`src/gic_pkg.sv`:
```
// package: register map, field layout and timing constants of the grouped interrupt controller
`default_nettype none
package gic_pkg;
    // register byte offsets
    localparam logic [11:0] REG_STATUS = 12'h000;
    localparam logic [11:0] REG_MASK = 12'h004;
    localparam logic [11:0] REG_SWINT = 12'h008;
    localparam logic [11:0] REG_EXT_MODE = 12'h00c;
    localparam logic [11:0] REG_EXT_FILT = 12'h010;
    localparam logic [11:0] REG_GRP_EN = 12'h020;
    localparam logic [11:0] REG_REMAP = 12'h040;
    localparam logic [11:0] REG_PRIO = 12'h400;
    // status bit layout
    localparam int NUM_EXT = 16;
    localparam int NUM_GRP = 7;
    localparam int NUM_REMAP = 7;
    localparam int NUM_SRC = 32;
    localparam int BIT_SW0 = 16;
    localparam int BIT_GRP = 18;
    localparam int BIT_REMAP = 25;
    // group indices: core edge, b edge, b level 0..2, a level 0..1
    localparam int GRP_CORE_EDGE = 0;
    localparam int GRP_B_EDGE = 1;
    localparam int GRP_B_LEVEL = 2;
    localparam int GRP_A_LEVEL = 5;
    // fixed vector numbers of the non-remapped sources
    localparam logic [7:0] VEC_SW0 = 8'h1a;
    localparam logic [7:0] VEC_EXT_BASE = 8'h40;
    localparam logic [7:0] VEC_GRP_BASE = 8'h6a;
    // remappable vector window
    localparam logic [7:0] VEC_REMAP_LO = 8'hd0;
    localparam logic [7:0] VEC_REMAP_HI = 8'hff;
    // external pin detection modes
    typedef enum logic [1:0] {EXT_LOW, EXT_FALL, EXT_RISE, EXT_BOTH} gic_ext_mode_t;
    // reset values and bus answers
    localparam logic [31:0] MASK_RESET = 32'h0000_0000;
    localparam logic [1:0] RESP_OKAY = 2'h0;
    localparam logic [1:0] RESP_SLVERR = 2'h2;
    // noise filter: time a level must hold, and the cycle count derived at 200 MHz
    localparam int CLK_PERIOD_PS = 5000;
    localparam int FILT_TIME_NS = 20;
    localparam int FILT_CYCLES = (FILT_TIME_NS * 1000 + CLK_PERIOD_PS - 1) / CLK_PERIOD_PS;
    localparam int PRIO_W = 4;
endpackage
`default_nettype wire

```
`src/gic_top.sv`:
```
// grouped interrupt controller: source detection, groups, remap, priority, axi4-lite registers
//
// Our own choices: register access over AXI4-Lite and the register offsets.
`timescale 1ns/100ps
`default_nettype none
module gic_top
    import gic_pkg::*;
#(
    parameter int GRP_W = 8,
    parameter logic [NUM_REMAP-1:0] REMAP_EDGE = 7'h00
) (
    input wire logic sys_clk,
    input wire logic rst_n,
    input wire logic [11:0] s_axi_awaddr,
    input wire logic s_axi_awvalid,
    output logic s_axi_awready,
    input wire logic [31:0] s_axi_wdata,
    input wire logic [3:0] s_axi_wstrb,
    input wire logic s_axi_wvalid,
    output logic s_axi_wready,
    output logic [1:0] s_axi_bresp,
    output logic s_axi_bvalid,
    input wire logic s_axi_bready,
    input wire logic [11:0] s_axi_araddr,
    input wire logic s_axi_arvalid,
    output logic s_axi_arready,
    output logic [31:0] s_axi_rdata,
    output logic [1:0] s_axi_rresp,
    output logic s_axi_rvalid,
    input wire logic s_axi_rready,
    input wire logic [gic_pkg::NUM_GRP*GRP_W-1:0] grp_src,
    input wire logic [gic_pkg::NUM_REMAP-1:0] remap_src,
    input wire logic [gic_pkg::NUM_EXT-1:0] ext_irq_pin,
    output logic irq,
    output logic cpu_irq,
    output logic [7:0] cpu_vector,
    output logic [gic_pkg::PRIO_W-1:0] cpu_priority
);
    import gic_pkg::*;

    logic awready_q, wready_q, bvalid_q, arready_q, rvalid_q;
    logic [1:0] bresp_q, rresp_q;
    logic [31:0] rdata_q, rdata_d;
    logic [11:0] awaddr_q;
    logic [31:0] wdata_q;
    logic [3:0] wstrb_q;
    logic do_write, rd_hit, wr_hit, rd_take, status_rd;
    logic [31:0] status_q, status_d, set_vec, mask_q, ext_mode_q, ext_filt_q;
    logic [GRP_W-1:0] grp_en_q [NUM_GRP];
    logic [7:0] remap_vec_q [NUM_REMAP];
    logic [PRIO_W-1:0] prio_q [256];
    logic [1:0] sw_pulse_q;
    logic [NUM_GRP*GRP_W-1:0] grp_prev_q;
    logic [NUM_REMAP-1:0] remap_prev_q;
    logic [NUM_EXT-1:0] ext_s1_q, ext_s2_q, ext_filt_lvl_q, ext_prev_q, ext_det;
    logic irq_q, cpu_irq_q;
    logic [7:0] cpu_vec_q, best_vec;
    logic [PRIO_W-1:0] cpu_prio_q, best_prio;
    logic best_hit;

    // byte-lane merge of a write into a 32-bit register
    function automatic logic [31:0] wmerge(input logic [31:0] old, input logic [31:0] nw, input logic [3:0] st);
        logic [31:0] r;
        r = old;
        for (int b = 0; b < 4; b++) begin
            if (st[b]) begin
                r[b*8 +: 8] = nw[b*8 +: 8];
            end
        end
        return r;
    endfunction

    // vector number of each status bit
    function automatic logic [7:0] src_vec(input int i, input logic [7:0] rv [NUM_REMAP]);
        logic [7:0] v;
        v = VEC_SW0;
        if (i < NUM_EXT) begin
            v = VEC_EXT_BASE + 8'(i);
        end else if (i < BIT_GRP) begin
            v = VEC_SW0 + 8'(i - BIT_SW0);
        end else if (i < BIT_REMAP) begin
            v = VEC_GRP_BASE + 8'(i - BIT_GRP);
        end else begin
            v = rv[i - BIT_REMAP];
        end
        return v;
    endfunction

    ////////////////////////////////////////////////////////////////////////////
    // axi4-lite write channel: address and data taken in either order
    assign do_write = !awready_q && !wready_q && !bvalid_q;
    assign wr_hit = (awaddr_q >= REG_PRIO) || (awaddr_q <= REG_EXT_FILT) ||
        (awaddr_q >= REG_GRP_EN && awaddr_q < REG_GRP_EN + 12'(4*NUM_GRP)) ||
        (awaddr_q >= REG_REMAP && awaddr_q < REG_REMAP + 12'(4*NUM_REMAP));

    always_ff @(posedge sys_clk or negedge rst_n) begin
        if (!rst_n) begin
            awready_q <= 1'b1;
            wready_q <= 1'b1;
            bvalid_q <= 1'b0;
            bresp_q <= RESP_OKAY;
            awaddr_q <= 12'h000;
            wdata_q <= 32'h0000_0000;
            wstrb_q <= 4'h0;
        end else begin
            if (s_axi_awvalid && awready_q) begin
                awready_q <= 1'b0;
                awaddr_q <= {s_axi_awaddr[11:2], 2'b00};
            end
            if (s_axi_wvalid && wready_q) begin
                wready_q <= 1'b0;
                wdata_q <= s_axi_wdata;
                wstrb_q <= s_axi_wstrb;
            end
            if (do_write) begin
                bvalid_q <= 1'b1;
                bresp_q <= wr_hit ? RESP_OKAY : RESP_SLVERR;
            end
            if (bvalid_q && s_axi_bready) begin
                bvalid_q <= 1'b0;
                awready_q <= 1'b1;
                wready_q <= 1'b1;
            end
        end
    end

    // control registers written by software
    always_ff @(posedge sys_clk or negedge rst_n) begin
        if (!rst_n) begin
            mask_q <= MASK_RESET;
            ext_mode_q <= 32'h0000_0000;
            ext_filt_q <= 32'h0000_0000;
            for (int g = 0; g < NUM_GRP; g++) begin
                grp_en_q[g] <= '0;
            end
            for (int r = 0; r < NUM_REMAP; r++) begin
                remap_vec_q[r] <= VEC_REMAP_LO + 8'(r);
            end
        end else if (do_write) begin
            if (awaddr_q == REG_MASK) begin
                mask_q <= wmerge(mask_q, wdata_q, wstrb_q);
            end
            if (awaddr_q == REG_EXT_MODE) begin
                ext_mode_q <= wmerge(ext_mode_q, wdata_q, wstrb_q);
            end
            if (awaddr_q == REG_EXT_FILT) begin
                ext_filt_q <= wmerge(ext_filt_q, wdata_q, wstrb_q) & 32'h0000_ffff;
            end
            for (int g = 0; g < NUM_GRP; g++) begin
                if (awaddr_q == REG_GRP_EN + 12'(4*g) && wstrb_q[0]) begin
                    grp_en_q[g] <= wdata_q[GRP_W-1:0];
                end
            end
            // out-of-window vectors are ignored, the old routing stays
            for (int r = 0; r < NUM_REMAP; r++) begin
                if (awaddr_q == REG_REMAP + 12'(4*r) && wstrb_q[0] && wdata_q[7:0] >= VEC_REMAP_LO) begin
                    remap_vec_q[r] <= wdata_q[7:0];
                end
            end
        end
    end

    // priority registers, one per vector, no reset so they map to memory
    always_ff @(posedge sys_clk) begin
        if (do_write && awaddr_q >= REG_PRIO && wstrb_q[0]) begin
            prio_q[awaddr_q[9:2]] <= wdata_q[PRIO_W-1:0];
        end
    end

    // software sources pulse once per write of a one
    always_ff @(posedge sys_clk or negedge rst_n) begin
        if (!rst_n) begin
            sw_pulse_q <= 2'b00;
        end else begin
            sw_pulse_q <= (do_write && awaddr_q == REG_SWINT && wstrb_q[0]) ? wdata_q[1:0] : 2'b00;
        end
    end

    ////////////////////////////////////////////////////////////////////////////
    // axi4-lite read channel
    assign rd_take = s_axi_arvalid && arready_q;
    assign status_rd = rd_take && s_axi_araddr[11:2] == REG_STATUS[11:2];

    always_comb begin
        rd_hit = 1'b1;
        rdata_d = 32'h0000_0000;
        if (s_axi_araddr >= REG_PRIO) begin
            rdata_d = 32'(prio_q[s_axi_araddr[9:2]]);
        end else begin
            unique case ({s_axi_araddr[11:2], 2'b00})
                REG_STATUS: rdata_d = status_q;
                REG_MASK: rdata_d = mask_q;
                REG_SWINT: rdata_d = 32'h0000_0000;
                REG_EXT_MODE: rdata_d = ext_mode_q;
                REG_EXT_FILT: rdata_d = ext_filt_q;
                default: begin
                    rd_hit = 1'b0;
                    for (int g = 0; g < NUM_GRP; g++) begin
                        if ({s_axi_araddr[11:2], 2'b00} == REG_GRP_EN + 12'(4*g)) begin
                            rd_hit = 1'b1;
                            rdata_d = 32'(grp_en_q[g]);
                        end
                    end
                    for (int r = 0; r < NUM_REMAP; r++) begin
                        if ({s_axi_araddr[11:2], 2'b00} == REG_REMAP + 12'(4*r)) begin
                            rd_hit = 1'b1;
                            rdata_d = 32'(remap_vec_q[r]);
                        end
                    end
                end
            endcase
        end
    end

    always_ff @(posedge sys_clk or negedge rst_n) begin
        if (!rst_n) begin
            arready_q <= 1'b1;
            rvalid_q <= 1'b0;
            rdata_q <= 32'h0000_0000;
            rresp_q <= RESP_OKAY;
        end else if (rd_take) begin
            arready_q <= 1'b0;
            rvalid_q <= 1'b1;
            rdata_q <= rdata_d;
            rresp_q <= rd_hit ? RESP_OKAY : RESP_SLVERR;
        end else if (rvalid_q && s_axi_rready) begin
            rvalid_q <= 1'b0;
            arready_q <= 1'b1;
        end
    end

    ////////////////////////////////////////////////////////////////////////////
    // external pins: two-flop synchroniser, optional filter, mode detection
    always_ff @(posedge sys_clk or negedge rst_n) begin
        if (!rst_n) begin
            ext_s1_q <= '1;
            ext_s2_q <= '1;
            ext_prev_q <= '1;
        end else begin
            ext_s1_q <= ext_irq_pin;
            ext_s2_q <= ext_s1_q;
            ext_prev_q <= ext_filt_lvl_q;
        end
    end

    for (genvar p = 0; p < NUM_EXT; p++) begin : g_ext
        localparam int CNT_W = $clog2(FILT_CYCLES + 1);
        logic [CNT_W-1:0] cnt_q;
        // a new level is accepted only after it held for the filter time
        always_ff @(posedge sys_clk or negedge rst_n) begin
            if (!rst_n) begin
                cnt_q <= '0;
                ext_filt_lvl_q[p] <= 1'b1;
            end else if (!ext_filt_q[p] || ext_s2_q[p] == ext_filt_lvl_q[p]) begin
                cnt_q <= '0;
                ext_filt_lvl_q[p] <= ext_filt_q[p] ? ext_filt_lvl_q[p] : ext_s2_q[p];
            end else if (cnt_q == CNT_W'(FILT_CYCLES - 1)) begin
                cnt_q <= '0;
                ext_filt_lvl_q[p] <= ext_s2_q[p];
            end else begin
                cnt_q <= cnt_q + 1'b1;
            end
        end
        // detection per selected mode
        always_comb begin
            unique case (gic_ext_mode_t'(ext_mode_q[2*p +: 2]))
                EXT_LOW: ext_det[p] = !ext_filt_lvl_q[p];
                EXT_FALL: ext_det[p] = ext_prev_q[p] && !ext_filt_lvl_q[p];
                EXT_RISE: ext_det[p] = !ext_prev_q[p] && ext_filt_lvl_q[p];
                EXT_BOTH: ext_det[p] = ext_prev_q[p] != ext_filt_lvl_q[p];
            endcase
        end
    end

    ////////////////////////////////////////////////////////////////////////////
    // peripheral sources: previous values for edge detection
    always_ff @(posedge sys_clk or negedge rst_n) begin
        if (!rst_n) begin
            grp_prev_q <= '0;
            remap_prev_q <= '0;
        end else begin
            grp_prev_q <= grp_src;
            remap_prev_q <= remap_src;
        end
    end

    // event vector: groups merge enabled members, method fixed per group
    always_comb begin
        logic [GRP_W-1:0] cur, prv;
        cur = '0;
        prv = '0;
        set_vec = 32'h0000_0000;
        set_vec[NUM_EXT-1:0] = ext_det;
        set_vec[BIT_SW0 +: 2] = sw_pulse_q;
        for (int g = 0; g < NUM_GRP; g++) begin
            cur = grp_src[g*GRP_W +: GRP_W] & grp_en_q[g];
            prv = grp_prev_q[g*GRP_W +: GRP_W] & grp_en_q[g];
            if (g == GRP_CORE_EDGE || g == GRP_B_EDGE) begin
                set_vec[BIT_GRP + g] = |(cur & ~prv);
            end else begin
                set_vec[BIT_GRP + g] = |cur;
            end
        end
        for (int r = 0; r < NUM_REMAP; r++) begin
            set_vec[BIT_REMAP + r] = REMAP_EDGE[r] ? remap_src[r] && !remap_prev_q[r] : remap_src[r];
        end
    end

    // sticky status: a read clears, a new event in the same cycle wins
    assign status_d = (status_q & ~(status_rd ? 32'hffff_ffff : 32'h0000_0000)) | set_vec;

    always_ff @(posedge sys_clk or negedge rst_n) begin
        if (!rst_n) begin
            status_q <= 32'h0000_0000;
        end else begin
            status_q <= status_d;
        end
    end

    ////////////////////////////////////////////////////////////////////////////
    // highest-priority unmasked pending source toward the cpu
    always_comb begin
        logic [7:0] v;
        v = 8'h00;
        best_hit = 1'b0;
        best_vec = 8'h00;
        best_prio = '0;
        for (int i = 0; i < NUM_SRC; i++) begin
            v = src_vec(i, remap_vec_q);
            if (status_q[i] && mask_q[i] && prio_q[v] > best_prio) begin
                best_hit = 1'b1;
                best_vec = v;
                best_prio = prio_q[v];
            end
        end
    end

    always_ff @(posedge sys_clk or negedge rst_n) begin
        if (!rst_n) begin
            irq_q <= 1'b0;
            cpu_irq_q <= 1'b0;
            cpu_vec_q <= 8'h00;
            cpu_prio_q <= '0;
        end else begin
            irq_q <= |(status_d & mask_q);
            cpu_irq_q <= best_hit;
            cpu_vec_q <= best_vec;
            cpu_prio_q <= best_prio;
        end
    end

    assign irq = irq_q;
    assign cpu_irq = cpu_irq_q;
    assign cpu_vector = cpu_vec_q;
    assign cpu_priority = cpu_prio_q;
    assign s_axi_awready = awready_q;
    assign s_axi_wready = wready_q;
    assign s_axi_bvalid = bvalid_q;
    assign s_axi_bresp = bresp_q;
    assign s_axi_arready = arready_q;
    assign s_axi_rvalid = rvalid_q;
    assign s_axi_rdata = rdata_q;
    assign s_axi_rresp = rresp_q;

    ////////////////////////////////////////////////////////////////////////////
    // checks
    a_sw_pulse_sets: assert property (@(posedge sys_clk) disable iff (!rst_n)
        sw_pulse_q[0] |=> status_q[BIT_SW0]) else $error("software source did not set status");
    a_level_grp_holds: assert property (@(posedge sys_clk) disable iff (!rst_n)
        |(grp_src[GRP_B_LEVEL*GRP_W +: GRP_W] & grp_en_q[GRP_B_LEVEL]) |=> status_q[BIT_GRP + GRP_B_LEVEL])
        else $error("level group dropped while member requests");
    a_edge_grp_edge: assert property (@(posedge sys_clk) disable iff (!rst_n)
        set_vec[BIT_GRP + GRP_CORE_EDGE] |-> |(grp_src[GRP_W-1:0] & ~grp_prev_q[GRP_W-1:0]))
        else $error("edge group fired without an edge");
    a_remap_window: assert property (@(posedge sys_clk) disable iff (!rst_n)
        remap_vec_q[0] >= VEC_REMAP_LO) else $error("remap vector out of window");
    a_ext_low_det: assert property (@(posedge sys_clk) disable iff (!rst_n)
        ext_mode_q[7:6] == 2'b00 && !ext_filt_lvl_q[3] |=> status_q[3]) else $error("low level not detected");
    a_filter_glitch: assert property (@(posedge sys_clk) disable iff (!rst_n)
        $past(ext_filt_q[5]) && $changed(ext_filt_lvl_q[5]) |->
        $past(ext_s2_q[5], 1) == ext_filt_lvl_q[5] && $past(ext_s2_q[5], 2) == ext_filt_lvl_q[5] &&
        $past(ext_s2_q[5], 3) == ext_filt_lvl_q[5] && $past(ext_s2_q[5], 4) == ext_filt_lvl_q[5])
        else $error("filter passed an unheld level");
    a_cpu_prio_match: assert property (@(posedge sys_clk) disable iff (!rst_n)
        cpu_irq_q |-> cpu_prio_q != '0) else $error("cpu request with priority zero");
    a_read_clears: assert property (@(posedge sys_clk) disable iff (!rst_n)
        status_rd && set_vec == 32'h0000_0000 |=> status_q == 32'h0000_0000) else $error("read did not clear status");
    a_write_answer: assert property (@(posedge sys_clk) disable iff (!rst_n)
        do_write |=> bvalid_q && !do_write) else $error("write not answered");
endmodule
`default_nettype wire

```
`config.mk`:
```
export PLATFORM = sky130hd
export DESIGN_NAME = gic_top
export DESIGN_NICKNAME = d
export VERILOG_FILES = /design/src/gic_pkg.sv /design/src/gic_top.sv
export SDC_FILE = /design/constraint.sdc
export NUM_CORES = 2
export LEC_CHECK = 0
export BUFFER_PORTS_ARGS = -buffer_cell sky130_fd_sc_hd__buf_2
export CAP_MARGIN = 20
export CORE_MARGIN = 2
export CORE_UTILIZATION = 40
export DETAILED_ROUTE_END_ITERATION = 10
export HOLD_SLACK_MARGIN = 0.06
export SLEW_MARGIN = 20
export SYNTH_ARGS = -nofsm -noshare
export SYNTH_HDL_FRONTEND = slang
export SYNTH_SLANG_ARGS = --single-unit
```
`constraint.sdc`:
```
create_clock -name sys_clk -period 101.4 [get_ports sys_clk]
set_input_delay 20.28 -clock sys_clk [delete_from_list [all_inputs] [get_ports sys_clk]]
set_output_delay 20.28 -clock sys_clk [all_outputs]
set_load 0.05 [all_outputs]
```
* After elaboration in Yosys (flattened, before gate mapping)
Memories as Yosys holds them, arrays and structs flattened.
Cells that the tools add are included.
** Operators by class
- Add/subtract/negate cells :: 16
- $lt $le $gt $ge :: 40
- Equality and inequality tests :: 148
- Mux-type cells :: 240
- Bitwise operators :: 17
- Reduce and logical (&&, ||, !) cells :: 287
** Operator list (count)
- $mux 32 :: 15
- $mux 8 :: 32
- $pmux 32 s5 :: 1
- $eq 10x4->1 const B :: 14
- $eq 10x5->1 const B :: 14
- $logic_and 1x1->1 :: 131
- $mux 4 :: 32
- $gt 4x4->1 :: 31
- $mux 1 :: 108
- $mux 3 :: 32
- $and 8x8->8 :: 11
- $and 32x32->32 :: 2
- $eq 2x2->1 const B :: 32
- $pmux 1 s4 :: 16
- $reduce_and 2->1 :: 30
- $reduce_or 8->1 :: 7
- $logic_not 1->1 :: 51
- $add 3x1->3 const B :: 16
- $eq 3x2->1 const B :: 16
- $eq 10x2->1 const B :: 4
- $reduce_bool 2->1 :: 20
- $eq 2x1->1 const B :: 16
- $logic_not 2->1 :: 16
- $ne 2x2->1 const B :: 16
- 22 further kinds :: 85
** Storage, ports and cells
- Register bits :: 455
- Memory bits (writable) :: 1024
- Input bits :: 146
- Output and inout bits :: 55
- Memories kept :: 1
** Memory list
- prio_q :: depth 256, bits a word 4, read ports 33, clocked after Yosys merged registers in 0, write ports 1, line gic_top.sv:51 : logic [PRIO_W-1:0] prio_q [256];

* Depth between registers and ports, before layout
An unclocked memory read counts as a cell.
- Word-level depth :: 97
- Gate-level depth with buffers :: 267
- Depth with buffers taken out :: 262

* Least setup slack after synthesis
No wires, ideal clock.
- Path kind :: flip-flop to flip-flop
- From :: memory prio_q[64][2]
- To :: register cpu_vec_q[4] (netlist: cpu_vector[4])
- Library setup time :: 0.126 ns
- Data arrival time :: 46.053 ns
- Data required time :: 101.274 ns
- Setup slack :: 55.221 ns
- Cell stages (with the launch flop) :: 236
- Clock period less this slack :: 46.179 ns
- Path through :: edfxtp_1 -> and3_4 -> inv_2 -> ha_1 -> nand4_1 -> nand3_1 -> a21oi_1 -> mux2_2 -> ha_1 -> nor2b_1 -> o211ai_1 -> a31oi_1 -> o41ai_4 -> nor2_2 -> mux2i_1 -> inv_1 -> ha_1 -> nor2b_1 -> [200 not listed] -> o2111ai_2 -> buf_2 -> mux2i_1 -> inv_1 -> ha_1 -> a21o_1 -> nand3_1 -> nand2_1 -> a31o_2 -> a41oi_2 -> nand4_1 -> and2_1 -> ha_1 -> o21a_1 -> o21a_1 -> o2111a_1 -> dlygate4sd1_1 -> a221o_1
** RTL lines
- from (decl) :: line gic_top.sv:51
- to (signal assigned) :: line gic_top.sv:347 : cpu_vec_q <= best_vec;
- to (decl) :: line gic_top.sv:57 : logic [7:0] cpu_vec_q, best_vec;

==> metrics.md <==
| Metric | Value |
|---|---|
| IR Drop Worst-Case VDD | `roughly 0.014 mV` |
| Layout net count | `7550` |
| Xor/xnor share of the synthesized area | `0.00332` |
| Lkg Pwr | `around 41 nW` |
| Overall Global Routing Usage | `0.332` |
| Sequential area share after synthesis | `0.342` |
| H-tree depth | `4` |
| Sw frac | `0.337` |
| Clock network fraction of design power | `0.363` |
| Mux contribution to synthesized area | `0.527` |
| Via density | `7.94` |
| Port buffer count | `just under 200` |
| First-pass GRT wire length | `about 730 mm` |
| Max_slew headroom | `0.166` |
| Vias in the first global route | `86.7k` |
| Distinct cells, synth | `144` |
| Boundary pin count | `approximately 200` |
| P_int | `0.00125 W` |
| Resized cells post-CTS | `0` |
| Die ar. | `about 310000 µm²` |
| Wire length per cell | `between 40 and 50 µm` |
| Pre-CTS setup slack | `43940 ps` |
| TritonCTS Buffers | `179` |
| Final core occ | `0.437` |
| Final period utilization | `0.586` |
| Kind of critical path | `flop to flop` |
| DRT Pass-1 Iters | `10` |
| Grt ovf | `0` |
| PwrDens | `14.0 nW/µm²` |
| Hold-fix buffers, CTS | `0` |
| Logic pwr share | `0.220` |
| Reg power frac | `0.417` |
| CP required | `approximately 100000 ps` |
| Syn Inst Count | `approximately 7.5k` |
| Main combinational cell family by area after synthesis | `multiplexers` |
| Syn avg cell area | `about 16 µm²` |
| Die Ht | `roughly 560 µm` |
| CP peak stage delay | `~750 ps` |
| Hold crit path type | `flop to flop` |
| DRT iter0 DRCs | `16.6k` |
| Die W | `about 560 µm` |
| Yosys warns | `0` |
| Post-synthesis adder-cell area fraction | `0.0131` |
| CP Launch Type | `flop` |
| Tightest Pin Transition | `~1300 ps` |
| Commonest register cell after synthesis | `edfxtp_1` |
| Unrepaired setup endpoints after global routing | `no` |
| Initial Utilization | `0.401` |
| R2R cell count | `about 240` |
| Final Max Slew Viols | `0` |
| RePlAce Congestion | `approximately 1.0` |
| Initial antenna violation count | `63` |
| Max Freq | `16.8 MHz` |
| Core area | `between 300000 and 400000 µm²` |
| CTS Buffer Depth | `4` |
| ANT nets after route | `0` |
| Simple-gate share of the synthesized area | `0.0429` |
| Clock transition at path regs | `60 ps` |
| Crit path time final | `59430 ps` |
| Number of synthesized flops with an enable pin | `1024` |
| Root Driver | `clkbuf_16` |
| Synthesized cell area | `124000 µm²` |
| Layout cells sized above 1 | `0.523` |
| Row count | `roughly 200` |
| Crit end category | `flop` |
| Clock Sink Count | `about 1.5k` |
| Max cap viols | `0` |
| WP data arrival | `60040 ps` |
| Setup Buffers After CTS | `0` |
| Count of cells along the worst hold path | `0` |
| Async SR Flop Fraction | `0.307` |
| Clock Latency Late Sink | `930 ps` |
| Clock Skews | `102 ps` |
| Hold Vio Cnt, Final | `0` |
| DRT Wirelength | `roughly 530 mm` |
| Worst setup margin | `41970 ps` |
| FF+latch count, synth | `approximately 1.5k` |
| P&R area growth vs syn | `8.96%` |
| Most used cell, CP | `ha_1` |
| DRC viols | `0` |
| Outcome | `finished, final reports clean` |
| HPWL Detailed | `345 mm` |
| Vias | `92.1k` |
| Most common cell after layout, fill and taps aside | `mux4_2` |
| Compound-cell area share of the yosys netlist | `0.0426` |
| Post-route setup TNS | `0 ps` |
| Max FO, Critical Path | `18` |
| P_sw | `~0.00063 W` |
| CTS tree | `done` |
| Most frequent cells in the layout | `2718 x mux4_2, 1024 x edfxtp_1, 463 x nor2_1` |
| Final setup viols | `0` |
| CP max stage cell | `o21ai_1` |
| Pin count of the biggest net entering global routing | `~200` |
## worst paths after layout
check                               from            end  slack (ps)
max in group asynchronous          rst_n  ext_mode_q[5]       79570
setup / recovery           prio_q[64][3]        cpu_irq       41970
min in group asynchronous          rst_n    wdata_q[26]       19430
hold reg to reg              ext_s1_q[4]    ext_s2_q[4]         360
hold / removal               ext_s1_q[4]    ext_s2_q[4]         360
setup reg to reg           prio_q[64][3]        cpu_irq       41970
## through the flow
stage	hold WS [ps]	total power [W]	cells	area [µm²]
2_1_floorplan	345	0.00101	7518	124000
3_3_place_gp	346	0.00118	11200	128000
3_5_place_dp	347	0.00119	11200	128000
4_1_cts	357	0.00186	11600	134000
5_1_grt	357	0.00192	11600	135000
6_report	355	0.00188	11600	135000
## critical path, delay by kind of cell (launching register included)
kind            cells  cell delay (ps)
mux                17             5990
simple gates       60            11650
compound gates    108            28090
buf+inv            16             1150
flops               1              690
fa+ha+maj          36            11410
## kinds of logic (layout without fill, tap and decap cells)
kind of cell | after synthesis | in the layout
mux | 3061 | 3061
flops | 1477 | 1477
simple gates | 1148 | 1148
buf+inv | 947 | 860
compound gates | 706 | 706
fa+ha+maj | 131 | 131
xor+xnor | 46 | 46
other cells | 1 | 45
## power groups by stage
stage | combinational [W] | sequential (W) | clock (W)
global placement | 0.000388 | 0.000791 | 0
global route | 0.000428 | 0.000785 | 0.000707
floorplan | 0.000203 | 0.000811 | 0
detailed placement | 0.000395 | 0.000793 | 0
CTS | 0.000397 | 0.000781 | 0.000683
finish | 0.000414 | 0.000784 | 0.000682
## synthesized netlist by cell type (all sizes together), types with 27 or more instances
| cell type | n | area, µm² |
|---|---|---|
| inv | 166 | 623 |
| nand2 | 289 | 1090 |
| clkbuf | 481 | 1810 |
| mux4 | 2724 | 61400 |
| o21ai | 155 | 783 |
| edfxtp | 1024 | 30700 |
| nor2 | 466 | 1750 |
| a22oi | 36 | 290 |
| mux2 | 256 | 2890 |
| ha | 121 | 1510 |
| and2 | 30 | 188 |
| buf | 298 | 1220 |
| nand3 | 114 | 586 |
| and3 | 42 | 274 |
| o211ai | 30 | 240 |
| mux2i | 81 | 827 |
| dfrtp | 356 | 8910 |
| dfstp | 97 | 2550 |
| a21oi | 115 | 617 |
| nand4 | 31 | 200 |
| a31oi | 49 | 332 |
| nor2b | 31 | 194 |
| nor3 | 27 | 146 |
| nand2b | 44 | 278 |
## metal layers
layer  up-vias  track usage  routed length, µm
met5         -       0.0120                826
met4        74        0.209              42800
met3      2174        0.152              85800
met2      9105        0.470             226000
met1     47900        0.409             172000
li1      32800            -                  -
## cell type report
class / instances / area, µm²
clock inverters: 116 / 1310
fillers: 26600 / 173000
well taps: 4120 / 5150
clock buffers: 213 / 4780
diodes: 43 / 108
flip-flops and latches: 1477 / 42300
inverters: 166 / 623
repair buffers: 365 / 2550
multi-input cells: 5094 / 77800
## registers in the layout, indices dropped and copies added (netlist names), 2 cells and up
register and flops:
sw_pulse_q 2, wstrb_q 4, grp_prev_q 16, ext_s1_q 16
status_q 32, wdata_q 32, ext_s2_q 16, prio_q 1024
ext_prev_q 16, s_axi_rdata 32, grp_en_q 56, awaddr_q 10
ext_mode_q 32, g_ext.cnt_q 48, remap_vec_q 56, ext_filt_lvl_q 16
mask_q 32, ext_filt_q 16, cpu_priority 4, cpu_vector 8
(Power assumes the default switching activity.)
